**src/rtl/cal_ctrl_defs.svh**
```systemverilog
// Register offsets, field positions, reset values and timing counts
// for the converter self-calibration controller.
// Assumes an 8-bit serial-port register bus with a 12-bit address.
`ifndef CAL_CTRL_DEFS_SVH
`define CAL_CTRL_DEFS_SVH

`define ADDR_AVG_CTRL      12'h0e2
`define ADDR_CLK_CTRL      12'h0e7
`define ADDR_CONV_SELECT   12'h0e8
`define ADDR_CTRL_STATUS   12'h0e9
`define ADDR_INIT_KEY      12'h0ed

`define RST_AVG_CTRL       8'h00
`define RST_CLK_CTRL_HI    4'h3
`define RST_CONV_SELECT    4'hf
`define RST_INIT_KEY       8'ha6
`define INIT_KEY_ARMED     8'ha2

`define BIT_DONE           7
`define BIT_ACTIVE         6
`define BIT_ERR_HI         5
`define BIT_ERR_LO         4
`define BIT_START          1
`define BIT_ENABLE         0
`define BIT_AVG_START      1
`define BIT_AVG_ENABLE     0
`define BIT_CLK_EN         3

`define CAL_RUN_CYCLES     16
`define CAL_MAX_RETRIES    3

`endif

```
**src/rtl/cal_ctrl_pkg.sv**
```systemverilog
// Types shared by the calibration controller files.
// Assumes the defs header is included by the user files.
package cal_ctrl_pkg;
  typedef enum logic [1:0] {
    st_idle  = 2'b00,
    st_run   = 2'b01,
    st_check = 2'b10,
    st_done  = 2'b11
  } cal_state_t;
endpackage

```
**src/rtl/cal_ctrl.sv**
```systemverilog
// Self-calibration controller for a four-converter core.
// Assumes a byte-wide register port synchronous to clock; one access per cycle.
`timescale 1ns/100ps
`include "cal_ctrl_defs.svh"

// Behaviour
// - Select mask bit x includes converter x; any combination allowed.
// - Select mask steers control/status and init key accesses to chosen converters.
// - Finished flag bit 7 rises when a calibration sequence completes.
// - Finish with either overrange flag high is an invalid, timed-out result.
// - Active flag bit 6 stays high throughout a running sequence.
// - High overrange flag bit 5 set at cycle end on upper saturation.
// - Low overrange flag bit 4 set at cycle end on lower saturation.
// - After overrange the engine adjusts its preset and runs another cycle, at most RETRIES times.
// - Rising edge of start bit 1 launches calibration on selected converters.
// - Enable bit 0 powers the engine; coefficients of a normal run applied only while high.
// - Averaged start rising edge calibrates all converters in averaged fashion.
// - Averaged enable set before averaged start; results applied while set.
// - Clock register bit 3 gates the calibration clock.
module cal_ctrl
  import cal_ctrl_pkg::*;
#(
  parameter int NUM_CONV   = 4,
  parameter int RUN_CYCLES = `CAL_RUN_CYCLES,
  parameter int RETRIES    = `CAL_MAX_RETRIES
) (
  input  wire logic                clock,
  input  wire logic                rst_b,
  input  wire logic                clk_enable,
  input  wire logic [11:0]         reg_addr,
  input  wire logic                reg_write,
  input  wire logic                reg_read,
  input  wire logic [7:0]          reg_wdata,
  output logic      [7:0]          reg_rdata,
  input  wire logic [NUM_CONV-1:0] sat_high,
  input  wire logic [NUM_CONV-1:0] sat_low,
  output logic                     cal_clock_gate,
  output logic      [NUM_CONV-1:0] cal_engine_on,
  output logic      [NUM_CONV-1:0] coeff_apply,
  output logic      [NUM_CONV-1:0] preset_step,
  output logic                     averaged_mode
);
  // Only four converters have select, status and readback lanes wired
  if (NUM_CONV != 4) begin : g_bad_conv
    $error("NUM_CONV must be 4");
  end
  // Run counter is eight bits and a run needs a distinct last cycle
  if (RUN_CYCLES < 2 || RUN_CYCLES > 255) begin : g_bad_run
    $error("RUN_CYCLES out of range");
  end
  if (RETRIES < 0 || RETRIES > 15) begin : g_bad_retry
    $error("RETRIES out of range");
  end

  localparam logic [7:0] RUN_LAST  = 8'(RUN_CYCLES - 1);
  localparam logic [3:0] RETRY_MAX = 4'(RETRIES);

  // Registers
  logic [NUM_CONV-1:0] select_reg;
  logic [NUM_CONV-1:0] enable_reg;
  logic [NUM_CONV-1:0] start_reg;
  logic [7:0]          init_key_reg [NUM_CONV];
  logic                avg_start_reg;
  logic                averaged_engine_enable_reg;
  logic                clk_en_reg;
  logic [3:0]          clk_hi_reg;
  logic [7:0]          reg_rdata_reg;

  // Sequencer
  cal_state_t          state_reg;
  cal_state_t          state_next;
  logic [7:0]          count_reg;
  logic [3:0]          retry_reg;
  logic [NUM_CONV-1:0] running_reg;
  logic [NUM_CONV-1:0] any_sat_reg;
  logic                avg_run_reg;
  logic [NUM_CONV-1:0] coeff_apply_reg;
  logic [NUM_CONV-1:0] preset_step_reg;
  logic                clk_gate_reg;
  logic [NUM_CONV-1:0] engine_on_reg;

  // Address decode
  wire hit_avg  = reg_addr == `ADDR_AVG_CTRL;
  wire hit_clk  = reg_addr == `ADDR_CLK_CTRL;
  wire hit_sel  = reg_addr == `ADDR_CONV_SELECT;
  wire hit_ctl  = reg_addr == `ADDR_CTRL_STATUS;
  wire hit_init = reg_addr == `ADDR_INIT_KEY;
  wire wr_avg   = clk_enable & reg_write & hit_avg;
  wire wr_clk   = clk_enable & reg_write & hit_clk;
  wire wr_sel   = clk_enable & reg_write & hit_sel;
  wire wr_ctl   = clk_enable & reg_write & hit_ctl;
  wire wr_init  = clk_enable & reg_write & hit_init;

  // Edge detection on start bits
  logic [NUM_CONV-1:0] start_rise;
  logic                avg_rise;
  wire                 avg_ok = avg_rise & averaged_engine_enable_reg & clk_en_reg;

  genvar g;
  generate
    for (g = 0; g < NUM_CONV; g++) begin : g_conv
      rising_edge_detect u_start_edge (
        .clock  (clock),
        .rst_b  (rst_b),
        .enable (clk_enable),
        .level  (start_reg[g]),
        .rise   (start_rise[g])
      );
    end
  endgenerate

  rising_edge_detect u_avg_edge (
    .clock  (clock),
    .rst_b  (rst_b),
    .enable (clk_enable),
    .level  (avg_start_reg),
    .rise   (avg_rise)
  );

  // A normal launch takes only converters that are enabled and idle, an averaged launch takes all; clock must run
  wire [NUM_CONV-1:0] launch_norm = start_rise & enable_reg & {NUM_CONV{clk_en_reg}};
  wire [NUM_CONV-1:0] launch_mask = avg_ok ? {NUM_CONV{1'b1}} : launch_norm;
  wire                launch      = (state_reg == st_idle) & (|launch_mask);

  wire                run_end  = (state_reg == st_run) & (count_reg == RUN_LAST);
  wire [NUM_CONV-1:0] sat_any  = (sat_high | sat_low) & running_reg;
  wire                retry    = (state_reg == st_check) & (|any_sat_reg) & (retry_reg != RETRY_MAX);
  wire                finish   = (state_reg == st_check) & ~retry;

  // Per-converter status
  logic [7:4] status [NUM_CONV];
  logic [NUM_CONV-1:0] applied;
  wire  [NUM_CONV-1:0] apply_allowed = avg_run_reg ?
                                       {NUM_CONV{averaged_engine_enable_reg}} : enable_reg;

  generate
    for (g = 0; g < NUM_CONV; g++) begin : g_stat
      converter_cal_status u_status (
        .clock         (clock),
        .rst_b         (rst_b),
        .enable        (clk_enable),
        .launch        (launch & launch_mask[g]),
        .finish        (finish & running_reg[g]),
        .sat_high      (run_end & sat_high[g] & running_reg[g]),
        .sat_low       (run_end & sat_low[g] & running_reg[g]),
        .apply_allowed (apply_allowed[g]),
        .status        (status[g]),
        .coeff_applied (applied[g])
      );
    end
  endgenerate

  always_comb begin
    state_next = state_reg;
    case (state_reg)
      st_idle:  if (launch) state_next = st_run;
      st_run:   if (run_end) state_next = st_check;
      st_check: state_next = retry ? st_run : st_done;
      st_done:  state_next = st_idle;
      default:  state_next = st_idle;
    endcase
  end

  // Readback: one selected converter; several selected read as their OR
  logic [7:0] ctl_read;
  logic [7:0] init_read;
  always_comb begin
    ctl_read  = 8'h00;
    init_read = 8'h00;
    for (int i = 0; i < NUM_CONV; i++) begin
      if (select_reg[i]) begin
        ctl_read  = ctl_read | {status[i], 2'b00, start_reg[i], enable_reg[i]};
        init_read = init_read | init_key_reg[i];
      end
    end
  end

  // Unmapped addresses read zero
  logic [7:0] rd_mux;
  always_comb begin
    if (hit_avg) begin
      rd_mux = {6'h00, avg_start_reg, averaged_engine_enable_reg};
    end else if (hit_clk) begin
      rd_mux = {clk_hi_reg, clk_en_reg, 3'h0};
    end else if (hit_sel) begin
      rd_mux = {4'h0, select_reg};
    end else if (hit_ctl) begin
      rd_mux = ctl_read;
    end else if (hit_init) begin
      rd_mux = init_read;
    end else begin
      rd_mux = 8'h00;
    end
  end

  // Read data holds until the next read
  always_ff @(posedge clock) begin
    if (!rst_b) begin
      reg_rdata_reg <= 8'h00;
    end else if (clk_enable && reg_read) begin
      reg_rdata_reg <= rd_mux;
    end
  end

  always_ff @(posedge clock) begin
    if (!rst_b) begin
      select_reg <= `RST_CONV_SELECT;
    end else if (wr_sel) begin
      select_reg <= reg_wdata[NUM_CONV-1:0];
    end
  end

  always_ff @(posedge clock) begin
    if (!rst_b) begin
      avg_start_reg              <= 1'b0;
      averaged_engine_enable_reg <= 1'b0;
    end else if (wr_avg) begin
      avg_start_reg              <= reg_wdata[`BIT_AVG_START];
      averaged_engine_enable_reg <= reg_wdata[`BIT_AVG_ENABLE];
    end
  end

  always_ff @(posedge clock) begin
    if (!rst_b) begin
      clk_en_reg <= 1'b0;
      clk_hi_reg <= `RST_CLK_CTRL_HI;
    end else if (wr_clk) begin
      clk_en_reg <= reg_wdata[`BIT_CLK_EN];
      clk_hi_reg <= reg_wdata[7:4];
    end
  end

  // Control bits land only in the selected converters
  always_ff @(posedge clock) begin
    if (!rst_b) begin
      enable_reg <= '0;
      start_reg  <= '0;
    end else begin
      for (int i = 0; i < NUM_CONV; i++) begin
        if (wr_ctl && select_reg[i]) begin
          start_reg[i]  <= reg_wdata[`BIT_START];
          enable_reg[i] <= reg_wdata[`BIT_ENABLE];
        end
      end
    end
  end

  // Init key array has no reset cost beyond four bytes
  always_ff @(posedge clock) begin
    for (int i = 0; i < NUM_CONV; i++) begin
      if (!rst_b) begin
        init_key_reg[i] <= `RST_INIT_KEY;
      end else if (wr_init && select_reg[i]) begin
        init_key_reg[i] <= reg_wdata;
      end
    end
  end

  // Sequencer
  always_ff @(posedge clock) begin
    if (!rst_b) begin
      state_reg   <= st_idle;
      count_reg   <= 8'h00;
      retry_reg   <= 4'h0;
      running_reg <= '0;
      any_sat_reg <= '0;
      avg_run_reg <= 1'b0;
    end else if (clk_enable) begin
      state_reg <= state_next;
      if (launch) begin
        running_reg <= launch_mask;
        avg_run_reg <= avg_ok;
        retry_reg   <= 4'h0;
        count_reg   <= 8'h00;
        any_sat_reg <= '0;
      end else if (state_reg == st_run) begin
        count_reg <= run_end ? 8'h00 : count_reg + 8'h01;
        if (run_end) any_sat_reg <= sat_any;
      end else if (retry) begin
        retry_reg   <= retry_reg + 4'h1;
        any_sat_reg <= '0;
      end else if (state_reg == st_done) begin
        running_reg <= '0;
      end
    end
  end

  // Registered outputs
  always_ff @(posedge clock) begin
    if (!rst_b) begin
      clk_gate_reg    <= 1'b0;
      engine_on_reg   <= '0;
      coeff_apply_reg <= '0;
      preset_step_reg <= '0;
    end else if (clk_enable) begin
      clk_gate_reg    <= clk_en_reg;
      engine_on_reg   <= enable_reg | {NUM_CONV{averaged_engine_enable_reg}};
      coeff_apply_reg <= applied;
      preset_step_reg <= retry ? any_sat_reg : '0;
    end
  end

  assign reg_rdata      = reg_rdata_reg;
  assign cal_clock_gate = clk_gate_reg;
  assign cal_engine_on  = engine_on_reg;
  assign coeff_apply    = coeff_apply_reg;
  assign preset_step    = preset_step_reg;
  assign averaged_mode  = avg_run_reg;
endmodule

```
**src/rtl/converter_cal_status.sv**
```systemverilog
// Calibration status of one converter: flags and applied coefficients.
// Assumes launch, finish and saturation inputs arrive as one-cycle pulses.
`timescale 1ns/100ps
`include "cal_ctrl_defs.svh"
module converter_cal_status (
  input  wire logic       clock,
  input  wire logic       rst_b,
  input  wire logic       enable,
  input  wire logic       launch,
  input  wire logic       finish,
  input  wire logic       sat_high,
  input  wire logic       sat_low,
  input  wire logic       apply_allowed,
  output logic      [7:4] status,
  output logic            coeff_applied
);
  logic done_reg;
  logic active_reg;
  logic err_hi_reg;
  logic err_lo_reg;
  logic valid_reg;

  assign status = {done_reg, active_reg, err_hi_reg, err_lo_reg};
  // Overranged results count as a timeout and are never applied
  assign coeff_applied = valid_reg & apply_allowed;

  always_ff @(posedge clock) begin
    if (!rst_b) begin
      done_reg   <= 1'b0;
      active_reg <= 1'b0;
      err_hi_reg <= 1'b0;
      err_lo_reg <= 1'b0;
      valid_reg  <= 1'b0;
    end else if (enable) begin
      if (launch) begin
        done_reg   <= 1'b0;
        active_reg <= 1'b1;
        err_hi_reg <= 1'b0;
        err_lo_reg <= 1'b0;
        valid_reg  <= 1'b0;
      end else if (active_reg) begin
        if (sat_high) begin
          err_hi_reg <= 1'b1;
        end
        if (sat_low) begin
          err_lo_reg <= 1'b1;
        end
        if (finish) begin
          done_reg   <= 1'b1;
          active_reg <= 1'b0;
          valid_reg  <= ~(err_hi_reg | err_lo_reg | sat_high | sat_low);
        end
      end
    end
  end
endmodule

```
**src/rtl/rising_edge_detect.sv**
```systemverilog
// One-bit rising edge detector on a register bit.
// Assumes the input is synchronous to clock.
`timescale 1ns/100ps
module rising_edge_detect (
  input  wire logic clock,
  input  wire logic rst_b,
  input  wire logic enable,
  input  wire logic level,
  output logic      rise
);
  logic last_reg;

  assign rise = level & ~last_reg;

  always_ff @(posedge clock) begin
    if (!rst_b) begin
      last_reg <= 1'b0;
    end else if (enable) begin
      last_reg <= level;
    end
  end
endmodule

```
**config.mk**
```make
export PLATFORM = sky130hd
export DESIGN_NAME = cal_ctrl
export DESIGN_NICKNAME = d
export VERILOG_FILES = /design/src/rtl/cal_ctrl_pkg.sv /design/src/rtl/cal_ctrl.sv /design/src/rtl/converter_cal_status.sv /design/src/rtl/rising_edge_detect.sv
export VERILOG_INCLUDE_DIRS = /design/src /design/src/rtl
export SDC_FILE = /design/constraint.sdc
export NUM_CORES = 1
export LEC_CHECK = 0
export BUFFER_PORTS_ARGS = -buffer_cell sky130_fd_sc_hd__clkbuf_2
export CORE_MARGIN = 2
export CORE_UTILIZATION = 30
export CTS_CLUSTER_DIAMETER = 150
export CTS_CLUSTER_SIZE = 16
export DETAILED_ROUTE_END_ITERATION = 6
export GPL_TIMING_DRIVEN = 0
export HOLD_SLACK_MARGIN = 0.05
export MAX_ROUTING_LAYER = met4
export PLACE_DENSITY = 0.48
export SLEW_MARGIN = 25
export SYNTH_ARGS = -nofsm -noshare
export SYNTH_HDL_FRONTEND = slang
export SYNTH_HIERARCHICAL = 1
export SYNTH_SLANG_ARGS = --single-unit
```
**constraint.sdc**
```tcl
create_clock -name clock -period 2.8 [get_ports clock]
set_input_delay 0.42 -clock clock [delete_from_list [all_inputs] [get_ports clock]]
set_output_delay 0.42 -clock clock [all_outputs]
set_load 0.02 [all_outputs]
```
== After elaboration in Yosys (flattened, before gate mapping) ==
Memory sizes are Yosys's and may differ from the RTL's.
Index checks and enable logic that the tools add are counted.
Word-level totals
  bits in registers: 88
  RAM bits: 32
  input port bits: 33
  output and inout port bits: 22
  memories: 1
Memories
  init_key_reg: depth 4, bits a word 8, read ports 4, clocked after Yosys merged registers in 0, wr ports 4, RTL line cal_ctrl.sv:62  | logic [7:0] init_key_reg [NUM_CONV];
Cells by class
  add/sub/neg operators: 2
  eq/ne operators: 15
  multiplexer cells: 111
  bitwise gates (word level): 83
  reductions and logical operators: 50
Operator list (number)
  8-bit 2-to-1 mux: 20
  1-bit 2-to-1 mux: 73
  12-bit by 8-bit == test with 1-bit output (second input constant): 5
  4-bit 2-to-1 mux: 14
  8-bit OR: 6
  1-bit AND: 46
  3-bit AND reduction: 15
  2-bit nonzero test: 19
  1-bit OR: 16
  4-bit AND: 3
  1-bit NOT: 10
  1-bit logical AND: 9
  8-bit by 1-bit adder with 8-bit output (second input constant): 1
  8-bit by 4-bit == test with 1-bit output (second input constant): 1
  2-bit != test (second input constant): 4
  4-bit OR: 2
  2-bit one-hot mux with 4 select lines: 1
  4-bit OR reduction: 2
  2-bit 2-to-1 mux: 3
  4-bit by 1-bit adder with 4-bit output (second input constant): 1
  2-bit == test (second input constant): 2
  4-bit by 2-bit != test with 1-bit output (second input constant): 1
  2-bit AND reduction: 2
  4-bit AND reduction: 1
  other kinds (4): 4

== Logic depth before layout (Yosys ltp) ==
Gate-level depths: netlist of the first run.
  depth in word-level cells: 12
  gate-level depth with buffers: 8

== By module ==
The synthesis of the first run kept the hierarchy.
Modules (own cells, without submodules)
  cal_ctrl: instances 1, cells an instance 496, area an instance 4687.0 sq um, sequential area each 2222.1 sq um
  converter_cal_status: instances 4, cells an instance 27, area an instance 226.5 sq um, sequential area each 100.1 sq um
  rising_edge_detect: instances 5, cells an instance 4, area an instance 42.5 sq um, sequential area each 20.0 sq um

== Worst setup path after synthesis of the first run ==
No wires, ideal clock.
  kind: input to register
  start point: input reg_addr[9]
  end point: memory init_key_reg[3][0], enable pin
  data arrival time: 2065 ps
  setup slack: 406 ps
  stages: 7
  path buffers: 2
  path through: or4_4 -> buf_6 -> nor4_4 -> and2_1 -> buf_4 -> nand2_1 -> nand2_1
RTL lines
  from (decl): RTL line cal_ctrl.sv:30  | input wire logic [11:0] reg_addr,
  to (decl): RTL line cal_ctrl.sv:62

== Worst setup path after layout of the first run ==
  start point: register clk_en_reg
  end point: register g_stat[3].u_status.valid_reg
Between the ends
  longest elaborated chain between the ends: 7
RTL lines
  from (decl): RTL line cal_ctrl.sv:65  | logic clk_en_reg;
  from (signal assigned): RTL line cal_ctrl.sv:228  | clk_en_reg <= reg_wdata[`BIT_CLK_EN];
  4-bit AND / 1-bit AND (equally long branches): RTL line cal_ctrl.sv:121, cal_ctrl.sv:97
  4-bit 2-to-1 mux (*): RTL line cal_ctrl.sv:122  | wire [NUM_CONV-1:0] launch_mask = avg_ok ? {NUM_CONV{1'b1}} : launch_norm;
  4-bit OR reduction: RTL line cal_ctrl.sv:123  | wire launch = (state_reg == st_idle) & (|launch_mask);
  1-bit AND: RTL line cal_ctrl.sv:123
  1-bit AND (*): RTL line cal_ctrl.sv:142  | .launch (launch & launch_mask[g]),
  2-bit nonzero test (no source line)
  3-bit AND reduction (no source line)
  to (signal assigned): RTL line converter_cal_status.sv:51  | valid_reg <= ~(err_hi_reg | err_lo_reg | sat_high | sat_low);
  to (decl): RTL line converter_cal_status.sv:21  | logic valid_reg;
Mark *: on every way between the ends. The rest lies on a longest branch, timed or not.
A chain may end at the register's enable or synchronous reset.

==> impl_metrics.sql, run 1 <==
INSERT INTO impl_metrics (metric_group, metric, value, unit) VALUES
('logic_synthesis', 'synth_warnings', '6', ''),
('placed_design', 'placement.io_buffers', '52', ''),
('power', 'pwr-share-seq', '0.416', ''),
('cells_and_area', 'drive_gt1_frac', '0.1709', ''),
('floorplanning', 'core_region_area', '18830', 'sq um'),
('clocking', 'setup_fix_bufs_post_cts', '0', ''),
('detailed_routing', 'drt-vias-per-instance', '4.983', ''),
('cells_and_area', 'n_fill_cell', '1956', ''),
('clocking', 'cts_inserted_buffers', '17', ''),
('detailed_routing', 'drc_errors', '0', ''),
('cells_and_area', 'largest_register_ffs', '32', ''),
('logic_synthesis', 'synth-async-reset-ratio', '0', ''),
('logic_synthesis', 'synth_cell_type_count', '55', ''),
('setup_path', 'critical-path-slowest-cell', 'sky130_fd_sc_hd__or3b_2', ''),
('cells_and_area', 'area_delta_synth_final', '20.99', '%'),
('floorplanning', 'dieWidth', '143.1', 'um'),
('cells_and_area', 'layout.cells.most_common', 'sky130_fd_sc_hd__dfxtp_1', ''),
('sta', 'drv_slew', '0', ''),
('clocking', 'post_cts_hold_buffer_count', '0', ''),
('power', 'switching_share', '0.2102', ''),
('detailed_routing', 'vias', '4824', ''),
('setup_path', 'regToRegStartpoint', 'clk_en_reg', ''),
('setup_path', 'cp.arrival', '2.93', 'ns'),
('logic_synthesis', 'postSynth.topFlopCell', 'sky130_fd_sc_hd__dfxtp_1', ''),
('setup_path', 'timing.critical_path.cells', 'or3b_2, a31oi_2, and3_1, a21oi_1, or4_1, a21boi_1', ''),
('placed_design', 'pre_cts_ws', '-0.2219', 'ns'),
('setup_path', 'category_of_the_most_critical_setup_path', 'reg -> reg', ''),
('power', 'pwr_density_cell', '614.4', 'nW/um^2'),
('setup_path', 'critical-path-max-stage-delay', '0.54', 'ns'),
('grt', 'grtUsageTotal', '0.1718', ''),
('grt', 'grt_antenna_before_repair', '0', ''),
('setup_path', 'endpoint_required_time_on_the_critical_path', '3.14', 'ns'),
('cells_and_area', 'layout.cells.most_common_list', 'sky130_fd_sc_hd__dfxtp_1, sky130_fd_sc_hd__nand2_1, sky130_fd_sc_hd__clkbuf_2', ''),
('logic_synthesis', 'yosys.area_share.xor_xnor', '0.006034', ''),
('logic_synthesis', 'cells_after_synth', '624', ''),
('sta', 'period_needed', '2.587', 'ns'),
('cells_and_area', 'final_util', '0.3730', ''),
('logic_synthesis', 'yosys.area_share.simple', '0.2601', ''),
('cells_and_area', 'post-route-cell-area', '7024', 'sq um'),
('grt', 'maximum_number_of_pins_on_one_net_before_global_route_repair', '31', ''),
('clocking', 'cts_tree', 'built', ''),
('power', 'power.total', '4.316', 'mW'),
('worst_hold_path', 'hold_path_class', 'in -> reg', ''),
('outcome', 'outcome', 'complete, no violations', ''),
('logic_synthesis', 'syn_avg_cell_area', '9.304', 'sq um'),
('floorplanning', 'placementRows', '50', ''),
('detailed_routing', 'drtPass1Iterations', '5', ''),
('setup_path', 'critPathLaunch', 'clk_en_reg', ''),
('cells_and_area', 'antennaDiodeCount', '0', ''),
('sta', 'worst_slew_pin_slew', '0.8952', 'ns'),
('grt', 'global_route_wire_length_before_repair', '25.97', 'mm'),
('clocking', 'cts_htree_levels', '4', ''),
('power', 'combinational_share_of_power', '0.038', ''),
('power', 'netSwitchingPower', '907.2', 'uW'),
('power', 'p_int', '3.408', 'mW'),
('sta', 'worst_clock_skew', '0.005546', 'ns'),
('detailed_routing', 'antenna_left', '0', ''),
('floorplanning', 'io_pins', '55', ''),
('placed_design', 'gpl.final_weighted_congestion', '0.8116', ''),
('floorplanning', 'dieHeight', '143.1', 'um'),
('floorplanning', 'dieArea', '20480', 'sq um'),
('sta', 'slew-limit-headroom', '0.3981', ''),
('power', 'power.leakage', '2.616', 'nW'),
('detailed_routing', 'avgRoutedWirePerCell', '16.86', 'um'),
('clocking', 'numClockSinks', '120', ''),
('logic_synthesis', 'postSynthRegisterBits', '120', ''),
('power', 'vdd.ir_drop.worst', '357.0', 'uV'),
('placed_design', 'dpl.hpwl', '11.98', 'mm'),
('logic_synthesis', 'post_synth_instance_area', '5806', 'sq um'),
('logic_synthesis', 'synth_top_family_by_area', 'simple AND/OR/NAND/NOR gates', ''),
('sta', 'report.final.setup_viol', '0', '');
## cell type report
cell class              count  area (sq um)  share of cell area
flip-flops and latches    120          2723              0.3876
plain buffers              47         255.2             0.03634
inverters                  11         46.29            0.006591
clock buffers              17         425.4             0.06056
multi-input cells         446          2781              0.3960
well taps                 260         325.3             0.04631
repair buffers             52         260.3             0.03705
clock inverters            15         207.7             0.02957
## routing by layer
layer  vias up  global-route usage  wire length, um
li1       2376                   -                -
met1      2333              0.2065             7490
met2        95              0.2856             7973
met3        20             0.04494              611
met4         0             0.04638              243
met5         -                   -                0
## synth_stat cells (all sizes together), types with 6 or more instances
master,n,area [sq um]
nor2,28,105.1
nor4,6,88.83
nand2b,21,131.4
edfxtp,32,960.9
and2,33,206.5
a31oi,18,118.9
a21oi,16,80.08
mux2i,28,280.3
a21boi,16,120.1
and3,15,113.9
o21ai,31,155.1
or4,11,86.33
nand3,25,125.1
a22oi,33,247.7
clkbuf,23,87.58
nand2,78,292.8
inv,7,26.28
dfxtp,88,1762
buf,24,167.7
nor2b,39,244.0
## worst max-delay path: cells and delay by family (launching register included)
kind            cells  cell delay [ns]
flops               1             0.51
simple gates        3             1.36
compound gates      3             0.64
## power by group through the flow
stage / sequential (mW) / combinational, mW / clock [mW]
after floorplan: 1.84 / 0.0795 / 0
after global placement: 1.83 / 0.163 / 0
after detailed placement: 1.83 / 0.165 / 0
after CTS: 1.80 / 0.165 / 2.40
after global routing: 1.80 / 0.179 / 2.49
final: 1.80 / 0.163 / 2.36
## logic make-up after synthesis
logic type,after synthesis
AOI/OAI and AO/OA,139
DFF,120
adders and majority gates,2
muxes,28
and+or+nand+nor,273
xor gates and xnor gates,4
buffers and inverters,58
## worst paths after layout
kind	cells past startpoint	slack, ns	end
setup reg to reg	6	0.21	g_stat[3].u_status/valid_reg
hold / removal	3	0.33	clk_hi_reg[1]
setup / recovery	6	0.21	g_stat[3].u_status/valid_reg
hold reg to reg	2	0.46	reg_rdata[3]
## through the flow
step	hold WS, ns	TNS [ns]
floorplan	0.4380	0
global placement	0.4519	-6.765
detailed placement	0.4588	-7.767
CTS	0.3199	0
global route	0.3382	0
finish	0.3346	0
Power figures use the tool's default switching activity.
==> inputs of run 2 (changes only) <==
--- a/config.mk
+++ b/config.mk
@@ -6,6 +6,7 @@
 export SDC_FILE = /design/constraint.sdc
 export NUM_CORES = 1
 export LEC_CHECK = 0
+export ABC_AREA = 1
 export BUFFER_PORTS_ARGS = -buffer_cell sky130_fd_sc_hd__clkbuf_2
 export CORE_MARGIN = 2
 export CORE_UTILIZATION = 30
==> run 2 against run 1 <==
Compared with the run above: synthesized area grew 7.5%; via count is 17% higher; routed wire length rose by 9.7%; final cell count rose by 28%; maximum frequency shrank 0.35%; core utilization shrank 0.56 points; hold slack got worse by 0.073 ns; die area is 7.3% higher; combinational power increased by 48%; sequential cell count unchanged; sequential share of layout area shrank 2.3 points; total power rose by 1.4%.
==> impl_metrics.sql, run 2 <==
INSERT INTO impl_metrics (metric_group, metric, value, unit) VALUES
('job', 'drv.max_cap_violation_count', '0', ''),
('sta', 'finalCritPeriodShare', '0.9273', ''),
('sta', 'period_needed', '2.597', 'ns'),
('clocking', 'cts_htree_levels', '4', ''),
('clocking', 'worstSkewPairLatency', '0.43', 'ns'),
('cells_and_area', 'antennaDiodeCount', '0', ''),
('logic_synthesis', 'synth_enable_flop_cells', '32', ''),
('cells_and_area', 'layout.cells.most_common_list', 'sky130_fd_sc_hd__nand2_1, sky130_fd_sc_hd__nor2_1, sky130_fd_sc_hd__inv_1', ''),
('clocking', 'cts_tree', 'built', ''),
('floorplanning', 'placementRows', '52', ''),
('power', 'vdd.ir_drop.worst', '243.8', 'uV'),
('sta', 'final_hold_viol_count', '0', ''),
('detailed_routing', 'vias', '5665', ''),
('cells_and_area', 'n_fill_cell', '2228', ''),
('logic_synthesis', 'synth_top_area_frac', '0.2823', ''),
('logic_synthesis', 'cells_after_synth', '884', ''),
('sta', 'worst_clock_skew', '0.008275', 'ns'),
('grt', 'maximum_number_of_pins_on_one_net_before_global_route_repair', '36', ''),
('floorplanning', 'core_region_area', '20300', 'sq um'),
('setup_path', 'top_fanout_value_on_the_critical_path', '35', ''),
('floorplanning', 'dieWidth', '148.2', 'um'),
('clocking', 'ctsRootBufferMaster', 'sky130_fd_sc_hd__clkbuf_16', ''),
('logic_synthesis', 'synth_top_cells_by_area', 'sky130_fd_sc_hd__dfxtp_1, sky130_fd_sc_hd__edfxtp_1, sky130_fd_sc_hd__nand2_1', ''),
('floorplanning', 'dieHeight', '148.2', 'um'),
('sta', 'slew-limit-headroom', '0.4391', ''),
('placed_design', 'placed_cell_area', '6848', 'sq um'),
('floorplanning', 'start_util', '0.3074', ''),
('setup_path', 'critPathTopFamily', 'simple AND/OR/NAND/NOR gates', ''),
('cells_and_area', 'largest_register_ffs', '32', ''),
('detailed_routing', 'drtPass1Iterations', '5', ''),
('clocking', 'numClockSinks', '120', ''),
('power', 'pwr_density_cell', '586.8', 'nW/um^2'),
('logic_synthesis', 'synth_cell_type_count', '37', ''),
('cells_and_area', 'final_util', '0.3674', ''),
('placed_design', 'gpl.final_weighted_congestion', '0.7988', ''),
('sta', 'worst_slew_pin_slew', '0.8414', 'ns'),
('clocking', 'setup_fix_bufs_post_cts', '0', ''),
('outcome', 'outcome', 'complete, no violations', ''),
('setup_path', 'regToRegSetupSlack', '0.74', 'ns'),
('worst_hold_path', 'hold_path_class', 'in -> reg', ''),
('clocking', 'post_cts_hold_buffer_count', '0', ''),
('sta', 'hold_ws', '0.2615', 'ns'),
('logic_synthesis', 'synth.cells.most_frequent', 'sky130_fd_sc_hd__nand2_1, sky130_fd_sc_hd__nor2_1, sky130_fd_sc_hd__inv_1, sky130_fd_sc_hd__dfxtp_1, sky130_fd_sc_hd__nand3_1', ''),
('setup_path', 'critical_path.n_buffers_inverters', '2', ''),
('grt', 'global_route_wire_length_before_repair', '28.52', 'mm'),
('power', 'power.leakage', '3.350', 'nW'),
('logic_synthesis', 'postSynthRegisterBits', '120', ''),
('setup_path', 'critical_path.most_common_cell', 'sky130_fd_sc_hd__nand2_1', ''),
('cells_and_area', 'seq_area', '2723', 'sq um'),
('logic_synthesis', 'postSynth.topFlopCell', 'sky130_fd_sc_hd__dfxtp_1', ''),
('sta', 'totalNegativeSetupSlack', '0', 'ns'),
('logic_synthesis', 'syn_avg_cell_area', '7.059', 'sq um'),
('logic_synthesis', 'synth_warnings', '6', ''),
('detailed_routing', 'avgRoutedWirePerCell', '14.43', 'um'),
('floorplanning', 'dieArea', '21970', 'sq um'),
('logic_synthesis', 'synth-async-reset-ratio', '0', ''),
('clocking', 'worst_setup_hold_path_clk_slew', '0.06', 'ns'),
('setup_path', 'r2r_end', 'g_stat[2].u_status/valid_reg', ''),
('setup_path', 'timing.critical_path.cells', 'clkbuf_2, buf_4, nand2_1, nor3_4, nand2_1, nand2_1', ''),
('logic_synthesis', 'post_synth_instance_area', '6240', 'sq um'),
('cells_and_area', 'drive_gt1_frac', '0.1598', ''),
('cells_and_area', 'post-route-cell-area', '7458', 'sq um'),
('setup_path', 'category_of_the_most_critical_setup_path', 'in -> reg', ''),
('cells_and_area', 'nNetsFinal', '992', ''),
('setup_path', 'endpoint_required_time_on_the_critical_path', '2.86', 'ns'),
('setup_path', 'cp.depth', '6', ''),
('placed_design', 'placement.io_buffers', '54', ''),
('sta', 'fmaxAchievable', '385.1', 'MHz'),
('setup_path', 'critPathLaunch', 'clk_enable', ''),
('setup_path', 'critical-path-slowest-cell', 'sky130_fd_sc_hd__clkbuf_2', ''),
('clocking', 'cts_buffer_depth', '2', ''),
('setup_path', 'worst_setup_path_endpoint', 'init_key_reg[1][1]', ''),
('detailed_routing', 'drc_errors', '0', ''),
('sta', 'drv_slew', '0', ''),
('grt', 'grt_antenna_before_repair', '0', ''),
('placed_design', 'dpl.hpwl', '13.09', 'mm'),
('sta', 'rsz0062_at_grt', 'no', ''),
('sta', 'report.final.setup_viol', '0', ''),
('logic_synthesis', 'synth-seq-area-share', '0.4363', ''),
('detailed_routing', 'drt-vias-per-instance', '4.569', ''),
('setup_path', 'cp.arrival', '2.66', 'ns'),
('cells_and_area', 'layout.cells.most_common', 'sky130_fd_sc_hd__nand2_1', ''),
('setup_path', 'worst-r2r-cell-count', '14', ''),
('setup_path', 'critical-path-max-stage-delay', '0.61', 'ns'),
('detailed_routing', 'antenna_left', '0', ''),
('setup_path', 'regToRegStartpoint', 'start_reg[0]', ''),
('grt', 'vias_in_the_first_global_route', '5409', ''),
('clocking', 'cts_inserted_buffers', '17', ''),
('cells_and_area', 'multi_input_gate_area', '2904', 'sq um'),
('logic_synthesis', 'synth_nets', '919', ''),
('power', 'power.total', '4.377', 'mW'),
('cells_and_area', 'area_delta_synth_final', '19.53', '%'),
('clocking', 'cts_resized', '0', ''),
('grt', 'grtUsageTotal', '0.1749', ''),
('floorplanning', 'io_pins', '55', ''),
('logic_synthesis', 'synth.most_common_cell', 'sky130_fd_sc_hd__nand2_1', ''),
('detailed_routing', 'route.final.wire_length', '17.90', 'mm'),
('detailed_routing', 'detail_route.iter0.violations', '395', ''),
('setup_path', 'crit_end_category', 'flop', ''),
('setup_path', 'setup.worst_path.start_class', 'input pin', ''),
('grt', 'overflow', '0', ''),
('logic_synthesis', 'yosysTopAreaCell', 'sky130_fd_sc_hd__dfxtp_1', '');
-- run 2: cell count changes after synthesis, sizes merged, moves of 21 or more --
cell and delta:
nand3 +35, mux2i -27, a21oi +38, nand2 +180
nand2b -21, nor2b -39, a22oi -33, inv +94
nor2 +125, and2 -33
-- run 2: worst min-delay path by stage --
stage,startpoint,to,depth (start not counted)
after CTS,reg_wdata[3],select_reg[3],3
after floorplan,avg_start_reg,avg_start_reg,2
after detailed placement,reg_rdata[4],reg_rdata[4],2
final,reg_wdata[3],select_reg[3],3
after global routing,reg_wdata[3],select_reg[3],3
after global placement,reg_rdata[4],reg_rdata[4],2
-- run 2: power by group --
| group | total, mW | switching [mW] | internal [mW] | leakage [nW] |
|---|---|---|---|---|
| combinational | 0.241 | 0.177 | 0.0641 | 2.07 |
| clock | 2.31 | 0.836 | 1.48 | 0.287 |
| sequential | 1.82 | 0.0148 | 1.81 | 0.995 |
| total | 4.38 | 1.03 | 3.35 | 3.35 |
-- run 2: layout make-up --
type,count,area share
plain buffers,37,0.02852
clock inverters,14,0.02432
inverters,106,0.05368
multi-input cells,621,0.3894
clock buffers,18,0.05754
flip-flops and latches,120,0.3650
well taps,270,0.04529
repair buffers,54,0.03624
-- run 2: worst reg2reg max path, cell delays in order (launching register included) --
cell and delay (ns):
sky130_fd_sc_hd__dfxtp_1 0.37, sky130_fd_sc_hd__inv_1 0.07, sky130_fd_sc_hd__nor2_1 0.14, sky130_fd_sc_hd__nand3_1 0.15, sky130_fd_sc_hd__nand3_1 0.16, sky130_fd_sc_hd__nor2_1 0.08, sky130_fd_sc_hd__nor2_2 0.27, sky130_fd_sc_hd__nand2_1 0.10
sky130_fd_sc_hd__inv_1 0.18, sky130_fd_sc_hd__inv_2 0.09, sky130_fd_sc_hd__nand2_2 0.11, sky130_fd_sc_hd__nand3_2 0.08, sky130_fd_sc_hd__nand2_1 0.09, sky130_fd_sc_hd__nand2_1 0.04, sky130_fd_sc_hd__nor2_1 0.09
-- run 2: routing by layer --
layer	GRT usage	vias to the layer above	share of wire	wire (um)
li1	-	2956	-	-
met1	0.2286	2580	0.49	8806
met2	0.2722	110	0.45	8098
met3	0.03589	19	0.041	740
met4	0.05667	0	0.014	253
met5	-	-	0	0
-- run 2: through the flow --
| step | std cells | worst slack [ns] |
|---|---|---|
| 6_report | 1240 | 0.2035 |
| 5_1_grt | 1240 | 0.001864 |
| 4_1_cts | 1240 | 0.2190 |
| 3_5_place_dp | 1208 | -0.2184 |
| 3_3_place_gp | 1208 | -0.2255 |
| 2_1_floorplan | 884 | 0.9630 |
-- run 2: logic make-up after synthesis --
logic type	count (synthesis)	share of synthesized area
XOR/XNOR	3	0.004212
adder cells (fa/ha/maj)	2	0.004010
AND/OR/NAND/NOR	505	0.3601
buffers and inverters	143	0.09826
AO/OA/AOI/OAI	110	0.09545
flip-flops	120	0.4363
multiplexers	1	0.001604
==> inputs of run 3 (changes only) <==
--- a/config.mk
+++ b/config.mk
@@ -6,7 +6,6 @@
 export SDC_FILE = /design/constraint.sdc
 export NUM_CORES = 1
 export LEC_CHECK = 0
-export ABC_AREA = 1
 export BUFFER_PORTS_ARGS = -buffer_cell sky130_fd_sc_hd__clkbuf_2
 export CORE_MARGIN = 2
 export CORE_UTILIZATION = 30
@@ -20,5 +19,4 @@
 export SLEW_MARGIN = 25
 export SYNTH_ARGS = -nofsm -noshare
 export SYNTH_HDL_FRONTEND = slang
-export SYNTH_HIERARCHICAL = 1
 export SYNTH_SLANG_ARGS = --single-unit
==> run 3 against run 2 <==
Compared with the run above: hold slack improved by 0.024 ns; count of clock-buffer cells in the layout rose by 7; sequential power barely moved; register-to-register slack got worse by 0.34 ns; synthesized cell count fell by 34%; sequential cell count did not move; clock skew rose by 0.0021 ns; total power fell by 11%; critical path type is now reg -> reg.
==> impl_metrics.sql, run 3 <==
INSERT INTO impl_metrics (metric_group, metric, value, unit) VALUES
('clocking', 'cts_tree', 'built', ''),
('detailed_routing', 'detail_route.iter0.violations', '411', ''),
('cells_and_area', 'seq_area', '2723', 'sq um'),
('sta', 'totalNegativeSetupSlack', '0', 'ns'),
('grt', 'maximum_number_of_pins_on_one_net_before_global_route_repair', '17', ''),
('cells_and_area', 'drive_gt1_frac', '0.1358', ''),
('setup_path', 'critical-path-max-stage-delay', '0.72', 'ns'),
('placed_design', 'gpl.final_weighted_congestion', '0.8446', ''),
('setup_path', 'cp.arrival', '2.68', 'ns'),
('logic_synthesis', 'synth-async-reset-ratio', '0', ''),
('detailed_routing', 'antenna_left', '0', ''),
('detailed_routing', 'route.final.wire_length', '16.44', 'mm'),
('worst_hold_path', 'hold_path_class', 'in -> reg', ''),
('setup_path', 'regToRegSetupSlack', '0.40', 'ns'),
('logic_synthesis', 'synth_cell_type_count', '53', ''),
('grt', 'vias_in_the_first_global_route', '4743', ''),
('logic_synthesis', 'synth_nets', '622', ''),
('sta', 'slew-limit-headroom', '0.3756', ''),
('logic_synthesis', 'post_synth_instance_area', '5408', 'sq um'),
('logic_synthesis', 'synth_top_area_frac', '0.3258', ''),
('sta', 'period_needed', '2.396', 'ns'),
('clocking', 'cts_buffer_depth', '2', ''),
('placed_design', 'pre_cts_ws', '0.01249', 'ns'),
('grt', 'grt_antenna_before_repair', '0', ''),
('clocking', 'worst_setup_hold_path_clk_slew', '0.05', 'ns'),
('cells_and_area', 'layout.cells.most_common_list', 'sky130_fd_sc_hd__dfxtp_1, sky130_fd_sc_hd__nand2_1, sky130_fd_sc_hd__clkbuf_2', ''),
('grt', 'overflow', '0', ''),
('detailed_routing', 'drt-vias-per-instance', '5.323', ''),
('job', 'drv.max_cap_violation_count', '0', ''),
('detailed_routing', 'drc_errors', '0', ''),
('outcome', 'outcome', 'complete, no violations', ''),
('floorplanning', 'dieArea', '19120', 'sq um'),
('setup_path', 'critical-path-slowest-cell', 'sky130_fd_sc_hd__nor3_1', ''),
('sta', 'fmaxAchievable', '417.3', 'MHz'),
('cells_and_area', 'layout.cells.most_common', 'sky130_fd_sc_hd__dfxtp_1', ''),
('logic_synthesis', 'postSynth.topFlopCell', 'sky130_fd_sc_hd__dfxtp_1', ''),
('floorplanning', 'io_pins', '55', ''),
('logic_synthesis', 'synth_top_cells_by_area', 'sky130_fd_sc_hd__dfxtp_1, sky130_fd_sc_hd__edfxtp_1, sky130_fd_sc_hd__nand2_1', ''),
('sta', 'final_hold_viol_count', '0', ''),
('clocking', 'cts_htree_levels', '4', ''),
('setup_path', 'crit_end_category', 'flop', ''),
('logic_synthesis', 'synth.cells.most_frequent', 'sky130_fd_sc_hd__dfxtp_1, sky130_fd_sc_hd__nand2_1, sky130_fd_sc_hd__nor2_1, sky130_fd_sc_hd__a21oi_1, sky130_fd_sc_hd__edfxtp_1', ''),
('cells_and_area', 'nNetsFinal', '694', ''),
('sta', 'setup_ws', '0.4038', 'ns'),
('clocking', 'cts_resized', '0', ''),
('setup_path', 'timing.critical_path.cells', 'ha_1, nor3b_1, nor3_1, nor3_1, nand2_1, mux2i_1', ''),
('logic_synthesis', 'cells_after_synth', '587', ''),
('sta', 'worst_clock_skew', '0.01035', 'ns'),
('cells_and_area', 'antennaDiodeCount', '0', ''),
('logic_synthesis', 'synth.most_common_cell', 'sky130_fd_sc_hd__dfxtp_1', ''),
('clocking', 'post_cts_hold_buffer_count', '0', ''),
('sta', 'finalCritPeriodShare', '0.8558', ''),
('power', 'pwr_density_cell', '603.4', 'nW/um^2'),
('detailed_routing', 'vias', '4785', ''),
('setup_path', 'endpoint_required_time_on_the_critical_path', '3.08', 'ns'),
('cells_and_area', 'largest_register_ffs', '32', ''),
('cells_and_area', 'area_delta_synth_final', '19.74', '%'),
('floorplanning', 'placementRows', '49', ''),
('sta', 'rsz0062_at_grt', 'no', ''),
('logic_synthesis', 'synth_warnings', '0', ''),
('grt', 'grtUsageTotal', '0.1805', ''),
('cells_and_area', 'final_util', '0.3629', ''),
('floorplanning', 'dieHeight', '138.3', 'um'),
('grt', 'global_route_wire_length_before_repair', '26.01', 'mm'),
('placed_design', 'placement.io_buffers', '53', ''),
('logic_synthesis', 'syn_avg_cell_area', '9.212', 'sq um'),
('setup_path', 'top_fanout_value_on_the_critical_path', '9', ''),
('detailed_routing', 'avgRoutedWirePerCell', '18.29', 'um'),
('setup_path', 'critical_path.most_common_cell', 'sky130_fd_sc_hd__nor3_1', ''),
('clocking', 'ctsRootBufferMaster', 'sky130_fd_sc_hd__clkbuf_16', ''),
('clocking', 'worstSkewPairLatency', '0.42', 'ns'),
('placed_design', 'dpl.hpwl', '12.09', 'mm'),
('clocking', 'numClockSinks', '120', ''),
('sta', 'worst_slew_pin_slew', '0.9280', 'ns'),
('sta', 'hold_ws', '0.2856', 'ns'),
('logic_synthesis', 'synth_enable_flop_cells', '32', ''),
('power', 'vdd.ir_drop.worst', '504.6', 'uV'),
('setup_path', 'setup.worst_path.start_class', 'flop', ''),
('floorplanning', 'start_util', '0.3031', ''),
('sta', 'report.final.setup_viol', '0', ''),
('logic_synthesis', 'yosysTopAreaCell', 'sky130_fd_sc_hd__dfxtp_1', ''),
('power', 'power.leakage', '2.456', 'nW'),
('cells_and_area', 'multi_input_gate_area', '2504', 'sq um'),
('detailed_routing', 'drtPass1Iterations', '5', ''),
('clocking', 'setup_fix_bufs_post_cts', '0', ''),
('logic_synthesis', 'postSynthRegisterBits', '120', ''),
('clocking', 'cts_inserted_buffers', '17', ''),
('cells_and_area', 'n_fill_cell', '1835', ''),
('floorplanning', 'core_region_area', '17840', 'sq um'),
('floorplanning', 'dieWidth', '138.3', 'um'),
('logic_synthesis', 'synth-seq-area-share', '0.5035', ''),
('setup_path', 'category_of_the_most_critical_setup_path', 'reg -> reg', ''),
('sta', 'drv_slew', '0', '');
==> run 3: changes by cell type after synthesis, moves of 18 or more <==
cell / before / now
sky130_fd_sc_hd__a22oi_1: 0 / 28
sky130_fd_sc_hd__and2_1: 0 / 18
sky130_fd_sc_hd__buf_4: 18 / 0
sky130_fd_sc_hd__inv_1: 92 / 7
sky130_fd_sc_hd__mux2i_1: 1 / 28
sky130_fd_sc_hd__nand2_1: 246 / 77
sky130_fd_sc_hd__nand2b_1: 0 / 20
sky130_fd_sc_hd__nand3_1: 51 / 25
sky130_fd_sc_hd__nor2_1: 142 / 52
==> run 3: power breakdown <==
| group | leakage (nW) | internal, mW | switching [mW] |
|---|---|---|---|
| clock network | 0.255 | 1.22 | 0.726 |
| registers | 0.984 | 1.79 | 0.00467 |
| logic | 1.22 | 0.0462 | 0.114 |
==> run 3: path summary, 6_finish.rpt <==
path | startpoint | to | depth (start not counted)
worst max register to register | retry_reg[0] | any_sat_reg[3] | 6
worst min-delay path | reg_wdata[2] | select_reg[2] | 3
worst min register to register | coeff_apply[1] | coeff_apply[1] | 2
worst max-delay path | retry_reg[0] | any_sat_reg[3] | 6
==> run 3: logic make-up after synthesis <==
| logic type | Yosys count | synth area share |
|---|---|---|
| compound gates | 146 | 0.1738 |
| xor+xnor | 7 | 0.01134 |
| fa+ha+maj | 2 | 0.004627 |
| buf+inv | 46 | 0.03355 |
| flops | 120 | 0.5035 |
| mux | 28 | 0.05183 |
| simple gates | 238 | 0.2214 |
==> run 3: cell type report <==
cell class              instances  area share
clock inverters                 5    0.007729
inverters                       8    0.004638
plain buffers                  38     0.02338
repair buffers                 53     0.04097
well taps                     229     0.04425
flip-flops and latches        120      0.4205
multi-input cells             421      0.3867
clock buffers                  25     0.07188
==> run 3: routing by layer <==
metal  wire length (um)  vias to the layer above  global-route usage
met5                  0                        -                   -
met4                405                        0             0.06606
met3                774                       29             0.04122
met2               7659                      152              0.2845
met1               7601                     2313              0.2276
li1                   -                     2291                   -
==> run 3: critical path: cells and delay by family, from the launching register on <==
kind | cells | cell delay (ns)
DFF | 1 | 0.36
muxes | 1 | 0.16
adders and majority gates | 1 | 0.17
and+or+nand+nor | 4 | 1.58
==> run 3: through the flow <==
stage                     area (sq um)  std cells  power [mW]
after floorplan                   5408        587       1.912
after global placement            5959        869       1.991
after detailed placement          5959        869       1.993
after CTS                         6475        899       3.947
after global routing              6475        899       4.051
final                             6475        899       3.907
